===== src/common/abu_pkg.sv =====
`default_nettype none
package abu_pkg;
    // Register byte offsets on the AXI4-Lite bus
    localparam logic [7:0] OFF_STATUS_CONTROL = 8'h00;
    localparam logic [7:0] OFF_ADDR_HIGH = 8'h04;
    localparam logic [7:0] OFF_ADDR_LOW = 8'h08;
    localparam logic [7:0] OFF_CLEAR_ENABLE = 8'h0c;
    localparam logic [7:0] OFF_IRQ_STATUS = 8'h10;
    localparam logic [7:0] OFF_IRQ_MASK = 8'h14;
    // Field positions in the status and control register
    localparam int BIT_ENABLE = 7;
    localparam int BIT_ACTIVE = 6;
    // Interrupt status bit positions
    localparam int IRQ_MATCH = 0;
    localparam int IRQ_SOFT = 1;
    localparam int IRQ_BITS = 2;
    // Reset byte value and bus response codes
    localparam logic [7:0] RST_BYTE = 8'h00;
    localparam logic [1:0] RST_RESP_OKAY = 2'h0;
    localparam logic [1:0] RST_RESP_SLVERR = 2'h2;

    // Cpu-side bus cycle status
    typedef struct packed {
        logic [15:0] addr;
        logic valid;
        logic low_power;
    } abu_cpu_bus_t;
endpackage
`default_nettype wire


===== src/hdl/abu_top.sv =====
`timescale 1ns/1ps
`default_nettype none
// Overview of operation
// - Enabled unit breaks on full 16-bit match
// - Writing 0 or reset clears enable
// - Hardware sets active flag on match
// - Software writing active 1 raises break
// - Handler writes 0; reset clears active
// - Compare address from high, low bytes
// - Reset clears both address byte registers
// - Clear-enable gates status clears during break
// - No match breaks in low-power modes
module abu_top #(
    parameter int AW = 8
) (
    // Clock and reset
    input wire logic aclk,
    input wire logic aresetn,
    // AXI4-Lite write address
    input wire logic [AW-1:0] s_axi_awaddr,
    input wire logic s_axi_awvalid,
    output logic s_axi_awready,
    // AXI4-Lite write data
    input wire logic [31:0] s_axi_wdata,
    input wire logic [3:0] s_axi_wstrb,
    input wire logic s_axi_wvalid,
    output logic s_axi_wready,
    // AXI4-Lite write response
    output logic [1:0] s_axi_bresp,
    output logic s_axi_bvalid,
    input wire logic s_axi_bready,
    // AXI4-Lite read address
    input wire logic [AW-1:0] s_axi_araddr,
    input wire logic s_axi_arvalid,
    output logic s_axi_arready,
    // AXI4-Lite read data
    output logic [31:0] s_axi_rdata,
    output logic [1:0] s_axi_rresp,
    output logic s_axi_rvalid,
    input wire logic s_axi_rready,
    // Cpu internal bus
    input wire abu_pkg::abu_cpu_bus_t cpu_bus,
    input wire logic cpu_in_break,
    // Status-clear requests from other modules
    input wire logic status_clear_req,
    // Outputs to cpu and peripherals
    output logic break_irq,
    output logic status_clear_allow,
    output logic irq
);
    // Register state
    logic break_enable_bit_ff, nxt_break_enable_bit;
    logic break_active_flag_ff, nxt_break_active_flag;
    logic break_clear_flag_enable_ff, nxt_break_clear_flag_enable;
    logic [7:0] breakpoint_addr_high_ff, nxt_breakpoint_addr_high;
    logic [7:0] breakpoint_addr_low_ff, nxt_breakpoint_addr_low;
    logic [1:0] irq_status_ff, nxt_irq_status;
    logic [1:0] irq_mask_ff, nxt_irq_mask;
    // Outputs
    logic break_irq_ff, nxt_break_irq;
    logic clr_allow_ff, nxt_clr_allow;
    logic irq_ff, nxt_irq;
    // Bus slave state
    logic aw_ff, nxt_aw;
    logic w_ff, nxt_w;
    logic [AW-1:0] awaddr_ff, nxt_awaddr;
    logic [31:0] wdata_ff, nxt_wdata;
    logic wstrb0_ff, nxt_wstrb0;
    logic bvalid_ff, nxt_bvalid;
    logic [1:0] bresp_ff, nxt_bresp;
    logic rvalid_ff, nxt_rvalid;
    logic [31:0] rdata_ff, nxt_rdata;
    logic [1:0] rresp_ff, nxt_rresp;
    // Ready flags, registered so the ports come straight from flops
    logic awready_ff, wready_ff, arready_ff;
    // Strobes
    logic wr_do, rd_do, match_hit, soft_break;

    // Comparator: live address against programmed breakpoint
    abu_cmp #(
        .WIDTH(16)
    ) u_cmp (
        .aclk(aclk),
        .aresetn(aresetn),
        .addr(cpu_bus.addr),
        .ref_addr({breakpoint_addr_high_ff, breakpoint_addr_low_ff}),
        .qualify(break_enable_bit_ff && cpu_bus.valid && !cpu_bus.low_power),
        .hit(match_hit)
    );

    assign wr_do = aw_ff && w_ff && !bvalid_ff;
    assign rd_do = s_axi_arvalid && !rvalid_ff;
    assign soft_break = wr_do && wstrb0_ff && (awaddr_ff[7:0] == abu_pkg::OFF_STATUS_CONTROL)
        && wdata_ff[abu_pkg::BIT_ACTIVE];

    // Write channel capture and response
    always_comb begin
        nxt_aw = aw_ff;
        nxt_w = w_ff;
        nxt_awaddr = awaddr_ff;
        nxt_wdata = wdata_ff;
        nxt_wstrb0 = wstrb0_ff;
        nxt_bvalid = bvalid_ff;
        nxt_bresp = bresp_ff;
        // Take address when slot free
        if (s_axi_awvalid && !aw_ff) begin
            nxt_aw = 1'b1;
            nxt_awaddr = s_axi_awaddr;
        end
        // Take data when slot free
        if (s_axi_wvalid && !w_ff) begin
            nxt_w = 1'b1;
            nxt_wdata = s_axi_wdata;
            nxt_wstrb0 = s_axi_wstrb[0];
        end
        // Both present: commit and answer
        if (wr_do) begin
            nxt_aw = 1'b0;
            nxt_w = 1'b0;
            nxt_bvalid = 1'b1;
            if (awaddr_ff[7:0] > abu_pkg::OFF_IRQ_MASK || awaddr_ff[1:0] != 2'b00) begin
                nxt_bresp = abu_pkg::RST_RESP_SLVERR;
            end else begin
                nxt_bresp = abu_pkg::RST_RESP_OKAY;
            end
        end else if (bvalid_ff && s_axi_bready) begin
            nxt_bvalid = 1'b0;
        end
    end

    // Write channel registers
    always_ff @(posedge aclk) begin
        if (!aresetn) begin
            aw_ff <= 1'b0;
            w_ff <= 1'b0;
            awaddr_ff <= '0;
            wdata_ff <= 32'h0000_0000;
            wstrb0_ff <= 1'b0;
            bvalid_ff <= 1'b0;
            bresp_ff <= abu_pkg::RST_RESP_OKAY;
            awready_ff <= 1'b1;
            wready_ff <= 1'b1;
        end else begin
            aw_ff <= nxt_aw;
            w_ff <= nxt_w;
            awaddr_ff <= nxt_awaddr;
            wdata_ff <= nxt_wdata;
            wstrb0_ff <= nxt_wstrb0;
            bvalid_ff <= nxt_bvalid;
            bresp_ff <= nxt_bresp;
            // Slot empty next cycle means ready next cycle
            awready_ff <= !nxt_aw;
            wready_ff <= !nxt_w;
        end
    end

    // Register file next state
    always_comb begin
        nxt_break_enable_bit = break_enable_bit_ff;
        nxt_break_active_flag = break_active_flag_ff;
        nxt_break_clear_flag_enable = break_clear_flag_enable_ff;
        nxt_breakpoint_addr_high = breakpoint_addr_high_ff;
        nxt_breakpoint_addr_low = breakpoint_addr_low_ff;
        nxt_irq_status = irq_status_ff;
        nxt_irq_mask = irq_mask_ff;
        // Software writes, low byte lane only
        if (wr_do && wstrb0_ff) begin
            if (awaddr_ff[7:0] == abu_pkg::OFF_STATUS_CONTROL) begin
                nxt_break_enable_bit = wdata_ff[abu_pkg::BIT_ENABLE];
                nxt_break_active_flag = wdata_ff[abu_pkg::BIT_ACTIVE];
            end else if (awaddr_ff[7:0] == abu_pkg::OFF_ADDR_HIGH) begin
                nxt_breakpoint_addr_high = wdata_ff[7:0];
            end else if (awaddr_ff[7:0] == abu_pkg::OFF_ADDR_LOW) begin
                nxt_breakpoint_addr_low = wdata_ff[7:0];
            end else if (awaddr_ff[7:0] == abu_pkg::OFF_CLEAR_ENABLE) begin
                nxt_break_clear_flag_enable = wdata_ff[0];
            end else if (awaddr_ff[7:0] == abu_pkg::OFF_IRQ_MASK) begin
                nxt_irq_mask = wdata_ff[1:0];
            end
        end
        // Reading the interrupt status clears it
        if (rd_do && s_axi_araddr[7:0] == abu_pkg::OFF_IRQ_STATUS) begin
            nxt_irq_status = 2'b00;
        end
        // Match and software-break events win over clears
        if (match_hit) begin
            nxt_break_active_flag = 1'b1;
            nxt_irq_status[abu_pkg::IRQ_MATCH] = 1'b1;
        end
        if (soft_break) begin
            nxt_irq_status[abu_pkg::IRQ_SOFT] = 1'b1;
        end
    end

    // Register file flops; reset clears everything
    always_ff @(posedge aclk) begin
        if (!aresetn) begin
            break_enable_bit_ff <= 1'b0;
            break_active_flag_ff <= 1'b0;
            break_clear_flag_enable_ff <= 1'b0;
            breakpoint_addr_high_ff <= abu_pkg::RST_BYTE;
            breakpoint_addr_low_ff <= abu_pkg::RST_BYTE;
            irq_status_ff <= 2'b00;
            irq_mask_ff <= 2'b00;
        end else begin
            break_enable_bit_ff <= nxt_break_enable_bit;
            break_active_flag_ff <= nxt_break_active_flag;
            break_clear_flag_enable_ff <= nxt_break_clear_flag_enable;
            breakpoint_addr_high_ff <= nxt_breakpoint_addr_high;
            breakpoint_addr_low_ff <= nxt_breakpoint_addr_low;
            irq_status_ff <= nxt_irq_status;
            irq_mask_ff <= nxt_irq_mask;
        end
    end

    // Output next values
    always_comb begin
        nxt_break_irq = nxt_break_active_flag;
        nxt_clr_allow = status_clear_req && (!cpu_in_break || break_clear_flag_enable_ff);
        nxt_irq = |(nxt_irq_status & nxt_irq_mask);
    end

    // Output flops
    always_ff @(posedge aclk) begin
        if (!aresetn) begin
            break_irq_ff <= 1'b0;
            clr_allow_ff <= 1'b0;
            irq_ff <= 1'b0;
        end else begin
            break_irq_ff <= nxt_break_irq;
            clr_allow_ff <= nxt_clr_allow;
            irq_ff <= nxt_irq;
        end
    end

    // Read channel
    always_comb begin
        nxt_rvalid = rvalid_ff;
        nxt_rdata = rdata_ff;
        nxt_rresp = rresp_ff;
        if (rd_do) begin
            nxt_rvalid = 1'b1;
            nxt_rresp = abu_pkg::RST_RESP_OKAY;
            nxt_rdata = 32'h0000_0000;
            if (s_axi_araddr[1:0] != 2'b00) begin
                nxt_rresp = abu_pkg::RST_RESP_SLVERR;
            end else if (s_axi_araddr[7:0] == abu_pkg::OFF_STATUS_CONTROL) begin
                nxt_rdata[abu_pkg::BIT_ENABLE] = break_enable_bit_ff;
                nxt_rdata[abu_pkg::BIT_ACTIVE] = break_active_flag_ff;
            end else if (s_axi_araddr[7:0] == abu_pkg::OFF_ADDR_HIGH) begin
                nxt_rdata[7:0] = breakpoint_addr_high_ff;
            end else if (s_axi_araddr[7:0] == abu_pkg::OFF_ADDR_LOW) begin
                nxt_rdata[7:0] = breakpoint_addr_low_ff;
            end else if (s_axi_araddr[7:0] == abu_pkg::OFF_CLEAR_ENABLE) begin
                nxt_rdata[0] = break_clear_flag_enable_ff;
            end else if (s_axi_araddr[7:0] == abu_pkg::OFF_IRQ_STATUS) begin
                nxt_rdata[1:0] = irq_status_ff;
            end else if (s_axi_araddr[7:0] == abu_pkg::OFF_IRQ_MASK) begin
                nxt_rdata[1:0] = irq_mask_ff;
            end else begin
                nxt_rresp = abu_pkg::RST_RESP_SLVERR;
            end
        end else if (rvalid_ff && s_axi_rready) begin
            nxt_rvalid = 1'b0;
        end
    end

    // Read channel flops
    always_ff @(posedge aclk) begin
        if (!aresetn) begin
            rvalid_ff <= 1'b0;
            rdata_ff <= 32'h0000_0000;
            rresp_ff <= abu_pkg::RST_RESP_OKAY;
            arready_ff <= 1'b1;
        end else begin
            rvalid_ff <= nxt_rvalid;
            rdata_ff <= nxt_rdata;
            rresp_ff <= nxt_rresp;
            // One read in flight: ready only while no data waits
            arready_ff <= !nxt_rvalid;
        end
    end

    assign s_axi_awready = awready_ff;
    assign s_axi_wready = wready_ff;
    assign s_axi_bvalid = bvalid_ff;
    assign s_axi_bresp = bresp_ff;
    assign s_axi_arready = arready_ff;
    assign s_axi_rvalid = rvalid_ff;
    assign s_axi_rdata = rdata_ff;
    assign s_axi_rresp = rresp_ff;
    assign break_irq = break_irq_ff;
    assign status_clear_allow = clr_allow_ff;
    assign irq = irq_ff;
endmodule
`default_nettype wire


===== src/hdl/abu_cmp.sv =====
`timescale 1ns/1ps
`default_nettype none
// Registered 16-bit address comparator
module abu_cmp #(
    parameter int WIDTH = 16
) (
    // Clock and reset
    input wire logic aclk,
    input wire logic aresetn,
    // Compare operands
    input wire logic [WIDTH-1:0] addr,
    input wire logic [WIDTH-1:0] ref_addr,
    input wire logic qualify,
    // Result
    output logic hit
);
    logic hit_ff;
    logic nxt_hit;

    // Full-width equality, gated by the qualifier
    always_comb begin
        nxt_hit = qualify && (addr == ref_addr);
    end

    // Register the result
    always_ff @(posedge aclk) begin
        if (!aresetn) begin
            hit_ff <= 1'b0;
        end else begin
            hit_ff <= nxt_hit;
        end
    end

    assign hit = hit_ff;
endmodule
`default_nettype wire


===== config.mk =====
export PLATFORM = sky130hd
export DESIGN_NAME = abu_top
export DESIGN_NICKNAME = d
export VERILOG_FILES = /design/src/common/abu_pkg.sv /design/src/hdl/abu_top.sv /design/src/hdl/abu_cmp.sv
export SDC_FILE = /design/constraint.sdc
export NUM_CORES = 1
export LEC_CHECK = 0
export BUFFER_PORTS_ARGS = -buffer_cell sky130_fd_sc_hd__buf_2
export CAP_MARGIN = 20
export CORE_MARGIN = 5
export CORE_UTILIZATION = 47
export DETAILED_ROUTE_END_ITERATION = 12
export MAX_ROUTING_LAYER = met4
export PLACE_DENSITY = 0.81
export REMOVE_ABC_BUFFERS = 1
export SYNTH_ARGS = -nofsm -noshare
export SYNTH_HDL_FRONTEND = slang
export SYNTH_SLANG_ARGS = --single-unit

===== constraint.sdc =====
create_clock -name aclk -period 2.55 [get_ports aclk]
set_input_delay 0.765 -clock aclk [delete_from_list [all_inputs] [get_ports aclk]]
set_output_delay 0.765 -clock aclk [all_outputs]
set_load 0.05 [all_outputs]

==> impl_metrics.tcl, run 1 <==
set metrics [dict create \
    die_h_um 87.1 \
    row_count 28 \
    cts-root-to-sink-buffers 2 \
    synthesis.area_um2 2790 \
    fin_worst_skew_ns 0.0103 \
    power.share.clock 0.401 \
    core_um2 5850 \
    multiplexer_area_fraction_after_synthesis 0.0682 \
    cts_tree "done" \
    routed_wirelength_um 6540 \
    grt_setup_unrepaired "false" \
    finalSetupTns_ns 0 \
    number_of_top_level_pins 123 \
    max_cap_viol_count 0 \
    critPathLaunchType "register" \
    yosys_most_used_dff "dfxtp_1" \
    post-synth-top-count-cell "dfxtp_1" \
    synth_cell_count_leaders "60 x dfxtp_1, 30 x nand2_1, 29 x nor2_1" \
    place_hpwl_um 4960 \
    worst_slew_pin_slew_ns 0.617 \
    finalCoreUtilization 0.573 \
    sequential_fraction_of_the_synthesis_area 0.430 \
    first_pass_iters 4 \
    die_area_um2 7580 \
    drtAntennaViolNets 0 \
    power.density_cell_area_nw_per_um2 641 \
    power.leakage_uw 0.00146 \
    async_flop_share 0 \
    synthDominantCellAreaShare 0.430 \
    numCtsBuffers 9 \
    synth.area.top_cells "dfxtp_1 43%, buf_4 7.0%, mux2i_1 6.8%, a21oi_1 5.0%, xor2_1 5.0%" \
    post_synth.cell_area_avg_um2 8.61 \
    timing_max_transition_violations_final 0 \
    power.sequential.fraction 0.461 \
    vias_per_cell 5.03 \
    cts_root_buf "clkbuf_8" \
    combinationalPowerShare 0.138 \
    crit_fanout 2 \
    first_global_vias 2317 \
    synthSimpleGateAreaFrac 0.195 \
    synth_compound_gate_area_share 0.141 \
    result_of_the_run "completed" \
    ys.warnings.count 0 \
    clock_tree.htree_level_count 3 \
    critical_path_required_ns 2.78 \
    antenna-diode-count 0 \
    worstSetupPathType "reg2reg" \
    setup_viol 0 \
    crit_chain "or4_1 > or4_1 > or4_1 > o311a_1" \
    filler_cell_count 538 \
    wire_per_inst_um 13.7 \
    r2r_slack_ns 0.51 \
    netSwitchingFraction 0.278 \
    placer_congestion 0.847 \
    grtUsageTotal 0.185 \
    final_area_um2 3350 \
    initialDrtViolationCount 118 \
    clk_pin_slew_ns 0.06 \
    post_cts_setup_buffers 0 \
    critPathTopFamily "simple AND/OR/NAND/NOR gates" \
    start_util 0.477 \
    drcViolationCount 0 \
    detailed_place.area_um2 3150 \
    cell_internal_power_uw 1550 \
    crit_path_end_kind "register" \
    largest_family_of_logic_cells_by_synthesized_area "simple AND/OR/NAND/NOR gates" \
    postCtsResizedCells 0 \
    syn_inst 324 \
    holdCritPathClass "reg2reg" \
    grt_start_max_net_pins 33 \
    route.vias.total 2401 \
    post_synth_edffs 0 \
    grt_first_pass_wirelength_um 10600 \
    globalRoute.totalOverflow 0 \
    clkLatencyLatePin_ns 0.34 \
    critical_path.slowest_cell "or4_1" \
    post_route_cells_drive_above_1_share 0.251 \
    cts_num_sinks 60 \
    slew_headroom 0.588 \
    period_needed_ns 2.04 \
    share_of_synthesized_cell_area_in_full_adder_half_adder_and_majority_cells 0 \
    share_of_the_clock_period_used_by_the_worst_path 0.802 \
    timing.fmax_ghz 0.489 \
    path_buf_inv 0 \
    die_w_um 87.1 \
    regArea_um2 1200 \
    critical_path_arrival_ns 2.28 \
    cp_slowest_stage_delay_ns 0.55 \
    design.final.nets 476 \
    grt_antenna_before_repair 0 \
    number_of_distinct_library_cells_after_synthesis 41 \
    finalHoldViolCount 0 \
    areaGrowthSynthToFinish_pct 20.1 \
    port-buffer-count 69 \
    ctsHoldBuffers 0 \
    multiInputGateArea_um2 1370 \
    synth_xor_area_frac 0.0502 \
    power.total_uw 2150 \
    netlist.top_cell.by_area "dfxtp_1" \
    worst_path_most_repeated_cell "or4_1" \
    yosys_register_bits 60 \
    switchingPower_uw 598 \
    vdd_ir_drop_max_v 0.000423 \
]
placed cells by master, fill, tap and decap left out, types with 12 or more instances in the layout:
cell type   n
a21oi_1    28
mux2i_1    19
nand2_1    30
xor2_1     16
o21ai_0    15
conb_1     26
dfxtp_1    60
buf_4      12
nor2_1     29
buf_2      69
nand3_1    14
inv_1      14
worst register-to-register path: cells and delay by family (launching register included):
family / cells / cell delay, ns
AO/OA/AOI/OAI: 1 / 0.13
flip-flops: 1 / 0.31
AND/OR/NAND/NOR: 3 / 1.50
cells by family after synthesis:
family,Yosys count
AND/OR/NAND/NOR,106
other,1
XOR/XNOR,16
flip-flops,60
multiplexers,19
buffers and inverters,58
AO/OA/AOI/OAI,64
sequential cells by signal (all words and copies together) (netlist names), 2 cells and up:
signal,flops
s_axi_rdata,8
awaddr_ff,8
breakpoint_addr_low_ff,8
wdata_ff,8
breakpoint_addr_high_ff,8
irq_status_ff,2
irq_mask_ff,2
metrics by stage:
step	hold WS, ns	instances	setup WS, ns
final	0.451	477	0.506
after global routing	0.487	477	0.387
after CTS	0.451	477	0.485
after detailed placement	0.442	461	0.311
after global placement	0.438	461	0.384
after floorplan	0.440	305	0.308
final cells by class:
class,instances,area share
tap,75,0.0280
clock buffer,12,0.0463
sequential,60,0.358
inverter,14,0.0157
multi-input combinational,231,0.407
clock inverter,4,0.0142
timing repair buffer,81,0.130
layer usage:
metal | wire length (um) | share of wire | vias up | GRT usage
met1 | 2830 | 0.43 | 1082 | 0.224
met3 | 527 | 0.081 | 12 | 0.0596
met2 | 3080 | 0.47 | 91 | 0.290
met4 | 102 | 0.016 | 0 | 0.0666
met5 | 0 | 0 | - | -
li1 | - | - | 1216 | -
worst paths after layout:
kind	from	to	cells past startpoint
min reg2reg	s_axi_rdata[6]$_SDFFE_PN0P_	s_axi_rdata[6]$_SDFFE_PN0P_	2
max	awaddr_ff[5]$_SDFFE_PN0P_	break_irq$_SDFFE_PN0P_	4
max reg2reg	awaddr_ff[5]$_SDFFE_PN0P_	break_irq$_SDFFE_PN0P_	4
min	s_axi_rdata[6]$_SDFFE_PN0P_	s_axi_rdata[6]$_SDFFE_PN0P_	2
power by group through the flow:
stage	clock network [uW]	registers, uW	logic [uW]
after floorplan	0	1040	171
after global placement	0	1010	293
after detailed placement	0	1010	296
after CTS	879	991	297
after global routing	928	995	321
final	862	991	296
Note: power is estimated with default switching activity, not from simulation.
==> run 2, diff against run 1 <==
ABC_AREA = 1   (was not set)
CORE_UTILIZATION = 48   (was 47)
clock period = 2.02 ns   (was 2.55 ns; I/O delays follow)
==> run 2 against run 1 <==
  * Clock power up 29%
  * Setup slack worse by 0.10 ns
  * Clock-buffer cell count unchanged
  * Synthesized area up 5.8%
  * Critical path depth down 3
  * Wire length up 5.0%
  * Highest routed layer unchanged
==> impl_metrics.tcl, run 2 <==
set metrics [dict create \
    result_of_the_run "completed" \
    port-buffer-count 69 \
    netlist.top_cell.by_area "dfxtp_1" \
    die_h_um 88.4 \
    power.density_cell_area_nw_per_um2 800 \
    cts-root-to-sink-buffers 2 \
    first_global_vias 2531 \
    yosys_most_used_dff "dfxtp_1" \
    clkLatencyLatePin_ns 0.35 \
    finalHoldViolCount 0 \
    grt_setup_unrepaired "false" \
    vdd_ir_drop_max_v 0.000423 \
    cts_tree "done" \
    mostFrequentLayoutCell "buf_2" \
    sequential_fraction_of_the_synthesis_area 0.407 \
    timing_max_transition_violations_final 0 \
    cts_num_sinks 60 \
    drcViolationCount 0 \
    grtUsageTotal 0.188 \
    crit_path_end_kind "primary output" \
    async_flop_share 0 \
    initialDrtViolationCount 138 \
    critical_path.slowest_cell "dfxtp_1" \
    cts_root_buf "clkbuf_8" \
    clock_tree.htree_level_count 3 \
    cp_slowest_stage_delay_ns 0.38 \
    post_cts_setup_buffers 0 \
    postCtsResizedCells 0 \
    start_util 0.496 \
    crit_fanout 3 \
    critPathLaunchType "register" \
    synth.area.top_cells "dfxtp_1 41%, nand2_1 8.0%, a21oi_1 7.8%, o21ai_0 6.6%, buf_4 6.6%" \
    yosys_register_bits 60 \
    critical_path_required_ns 1.41 \
    clk_pin_slew_ns 0.07 \
    post_synth_edffs 0 \
    worstSetupPathType "reg2out" \
    number_of_distinct_library_cells_after_synthesis 36 \
    critical_path_arrival_ns 1.01 \
    multiInputGateArea_um2 1400 \
    grt_antenna_before_repair 0 \
    share_of_the_clock_period_used_by_the_worst_path 0.800 \
    vias_per_cell 4.93 \
    fin_worst_skew_ns 0.00898 \
    worst_slew_pin_slew_ns 0.629 \
    pre_cts_ws_ns 0.268 \
    areaGrowthSynthToFinish_pct 17.4 \
    synthesis.area_um2 2950 \
    layout.cells.most_common_list "69 x buf_2, 63 x nand2_1, 60 x dfxtp_1" \
    ys.warnings.count 0 \
    antenna-diode-count 0 \
    ctsHoldBuffers 0 \
    post-synth-top-count-cell "nand2_1" \
    post_synth.cell_area_avg_um2 7.40 \
    finalCoreUtilization 0.582 \
    route.vias.total 2724 \
    place_hpwl_um 5310 \
    core_um2 5960 \
    crit_chain "buf_2" \
    row_count 28 \
    wire_per_inst_um 12.4 \
    numCtsBuffers 9 \
    first_pass_iters 5 \
    timing.fmax_ghz 0.619 \
    routed_wirelength_um 6870 \
    die_area_um2 7820 \
    finalSetupTns_ns 0 \
    synth_cell_count_leaders "63 x nand2_1, 60 x dfxtp_1, 50 x inv_1" \
    globalRoute.totalOverflow 0 \
    slew_headroom 0.580 \
    critPathTopFamily "flip-flops" \
    holdCritPathClass "in2reg" \
    number_of_top_level_pins 123 \
    grt_start_max_net_pins 18 \
    power.leakage_uw 0.00161 \
    filler_cell_count 585 \
    path_buf_inv 1 \
    post_route_cells_drive_above_1_share 0.233 \
    max_cap_viol_count 0 \
    placer_congestion 0.859 \
    period_needed_ns 1.62 \
    drtAntennaViolNets 0 \
    die_w_um 88.4 \
    grt_first_pass_wirelength_um 11100 \
    setup_viol 0 \
    setup_slack_ns 0.404 \
    design.final.nets 551 \
    synthDominantCellAreaShare 0.407 \
    regArea_um2 1200 \
    syn_inst 399 \
]
-- run 2: cell count changes in the layout (fill, tap and decap cells not counted), sizes merged, moves of 5 or more --
cell / before / now
a21oi: 28 / 49
buf: 81 / 73
inv: 14 / 50
mux2i: 19 / 1
nand2: 30 / 64
nand3: 14 / 28
nor2: 29 / 38
nor3: 0 / 5
nor4: 10 / 0
o21ai: 15 / 46
xor2: 16 / 3
-- run 2: metal layers --
layer	track usage	routed length, um	part of all wire	vias to the layer above
met5	-	0	0	-
met1	0.224	2930	0.43	1218
met2	0.308	3230	0.47	97
li1	-	-	-	1397
met4	0.0893	121	0.018	0
met3	0.0345	584	0.085	12
-- run 2: path summary, 6_finish.rpt --
| kind | startpoint | endpoint | slack, ns | cells past startpoint |
|---|---|---|---|---|
| setup / recovery | break_irq$_SDFFE_PN0P_ | break_irq | 0.40 | 1 |
| hold / removal | cpu_in_break | status_clear_allow$_SDFF_PN0_ | 0.43 | 2 |
| setup reg to reg | aw_ff$_SDFF_PN0_ | breakpoint_addr_low_ff[7]$_SDFFE_PN0P_ | 0.46 | 4 |
| hold reg to reg | s_axi_rdata[7]$_SDFFE_PN0P_ | s_axi_rdata[7]$_SDFFE_PN0P_ | 0.46 | 2 |
-- run 2: cell families after synthesis --
kind of cell | after synthesis | synth area share
other | 1 | 0.00127
DFF | 60 | 0.407
buffers and inverters | 87 | 0.150
xor gates and xnor gates | 4 | 0.0119
and+or+nand+nor | 142 | 0.236
AOI/OAI and AO/OA | 104 | 0.191
muxes | 1 | 0.00339
-- run 2: power breakdown --
| group | internal [uW] | switching (uW) |
|---|---|---|
| sequential | 1230 | 30.2 |
| clock | 633 | 476 |
| combinational | 107 | 300 |
| total | 1970 | 806 |
-- run 2: worst reg2reg max path: cells and delay by family, from the launching register on --
kind / cells / cell delay (ns)
AND/OR/NAND/NOR: 2 / 0.76
flip-flops: 1 / 0.41
AO/OA/AOI/OAI: 2 / 0.33
-- run 2: layout make-up --
class	count	area share
multi-input combinational	277	0.404
sequential	60	0.347
timing repair buffer	73	0.108
inverter	51	0.0552
clock buffer	12	0.0448
tap	75	0.0271
clock inverter	4	0.0137
-- run 2: per-stage QoR --
step	hold slack, ns	power [uW]	cell area, um2	instances
6_report	0.430	2770	3470	552
5_1_grt	0.440	2880	3470	552
4_1_cts	0.424	2790	3470	552
3_5_place_dp	0.453	1690	3260	536
3_3_place_gp	0.450	1680	3260	536
2_1_floorplan	0.440	1570	2790	388
==> run 3, diff against run 2 <==
clock period = 1.55 ns   (was 2.02 ns; I/O delays follow)
==> run 3 against run 2 <==
  * Die area unchanged
  * Critical path depth did not move
  * Setup slack lost 0.30 ns
  * Sequential share of layout area shrank 0.44 points
  * Cell count increased by 1.1%
  * Largest cell class unchanged
==> impl_metrics.tcl, run 3 (synthesis gave the netlist of run 2 again) <==
set metrics [dict create \
    finalHoldWorstSlack_ns 0.294 \
    finalCoreUtilization 0.589 \
    fin_worst_skew_ns 0.00967 \
    result_of_the_run "completed" \
    number_of_top_level_pins 123 \
    multiInputGateArea_um2 1400 \
    grt_antenna_before_repair 0 \
    clkLatencyLatePin_ns 0.33 \
    globalRoute.totalOverflow 0 \
    row_count 28 \
    drcViolationCount 0 \
    wire_per_inst_um 12.0 \
    critical_path_arrival_ns 0.98 \
    vias_per_cell 4.87 \
    grt_first_pass_wirelength_um 11000 \
    power.total_uw 3430 \
    critical_path.slowest_cell "dfxtp_1" \
    start_util 0.496 \
    holdCritPathClass "in2reg" \
    core_um2 5960 \
    timing.fmax_ghz 0.692 \
    mostFrequentLayoutCell "buf_2" \
    port-buffer-count 69 \
    regArea_um2 1200 \
    finalHoldViolCount 0 \
    crit_fanout 3 \
    power.leakage_uw 0.00164 \
    initialDrtViolationCount 118 \
    die_h_um 88.4 \
    cts_tree "done" \
    place_hpwl_um 5320 \
    route.vias.total 2717 \
    max_cap_viol_count 0 \
    clk_pin_slew_ns 0.07 \
    path_buf_inv 1 \
    design.final.nets 559 \
    grt_start_max_net_pins 27 \
    power.density_cell_area_nw_per_um2 977 \
    cts_num_sinks 60 \
    crit_path_end_kind "primary output" \
    antenna-diode-count 0 \
    drtAntennaViolNets 0 \
    critical_path_required_ns 1.08 \
    first_global_vias 2494 \
    setup_slack_ns 0.104 \
    cts_root_buf "clkbuf_8" \
    crit_chain "buf_2" \
    layout.cells.most_common_list "69 x buf_2, 63 x nand2_1, 60 x dfxtp_1" \
    first_pass_iters 4 \
    numCtsBuffers 9 \
    vdd_ir_drop_max_v 0.000529 \
    pre_cts_ws_ns -0.0717 \
    placer_congestion 0.840 \
    grtUsageTotal 0.186 \
    filler_cell_count 545 \
    critPathLaunchType "register" \
    cp_slowest_stage_delay_ns 0.37 \
    setup_viol 0 \
    grt_setup_unrepaired "false" \
    share_of_the_clock_period_used_by_the_worst_path 0.933 \
    die_area_um2 7820 \
    cts-root-to-sink-buffers 2 \
    period_needed_ns 1.45 \
    areaGrowthSynthToFinish_pct 18.9 \
    die_w_um 88.4 \
    timing_max_transition_violations_final 0 \
    routed_wirelength_um 6720 \
    post_route_cells_drive_above_1_share 0.244 \
    clock_tree.htree_level_count 3 \
    worstSetupPathType "reg2out" \
    critPathTopFamily "flip-flops" \
]
run 3: metrics by stage:
stage / area [um2] / std cells / TNS (ns)
3_5_place_dp: 3340 / 544 / -0.192
4_1_cts: 3510 / 558 / 0
5_1_grt: 3510 / 558 / 0
3_3_place_gp: 3340 / 544 / -0.00635
6_report: 3510 / 558 / 0
2_1_floorplan: 2790 / 388 / 0
run 3: per-layer routing:
| metal | wire, um | vias up | track usage |
|---|---|---|---|
| li1 | - | 1409 | - |
| met1 | 2800 | 1204 | 0.216 |
| met2 | 3280 | 98 | 0.310 |
| met4 | 56 | 0 | 0.0398 |
| met3 | 583 | 6 | 0.0661 |
| met5 | 0 | - | - |
run 3: area by class of cell:
type | instances | area share
repair buffers | 81 | 0.128
clock inverters | 2 | 0.00285
multi-input cells | 277 | 0.399
flip-flops and latches | 60 | 0.342
inverters | 51 | 0.0545
well taps | 75 | 0.0267
clock buffers | 12 | 0.0470
run 3: path summary, 6_finish.rpt:
path	startpoint	end	slack (ns)	cells after the start
hold / removal	cpu_in_break	status_clear_allow$_SDFF_PN0_	0.29	2
setup reg to reg	awaddr_ff[0]$_SDFFE_PN0P_	breakpoint_addr_high_ff[6]$_SDFFE_PN0P_	0.15	6
hold reg to reg	s_axi_rdata[7]$_SDFFE_PN0P_	s_axi_rdata[7]$_SDFFE_PN0P_	0.46	2
setup / recovery	break_irq$_SDFFE_PN0P_	break_irq	0.10	1
run 3: repair_timing:
action,CTS,global route
resized for setup,0,1
hold buffers,0,0
buffers inserted,0,0
setup endpoints to repair,0,1
run 3: where the power goes:
part	internal, uW	total (uW)	switching, uW
Clock	687	1240	555
Combinational	155	549	393
Sequential	1600	1640	39.4
Total	2440	3430	988
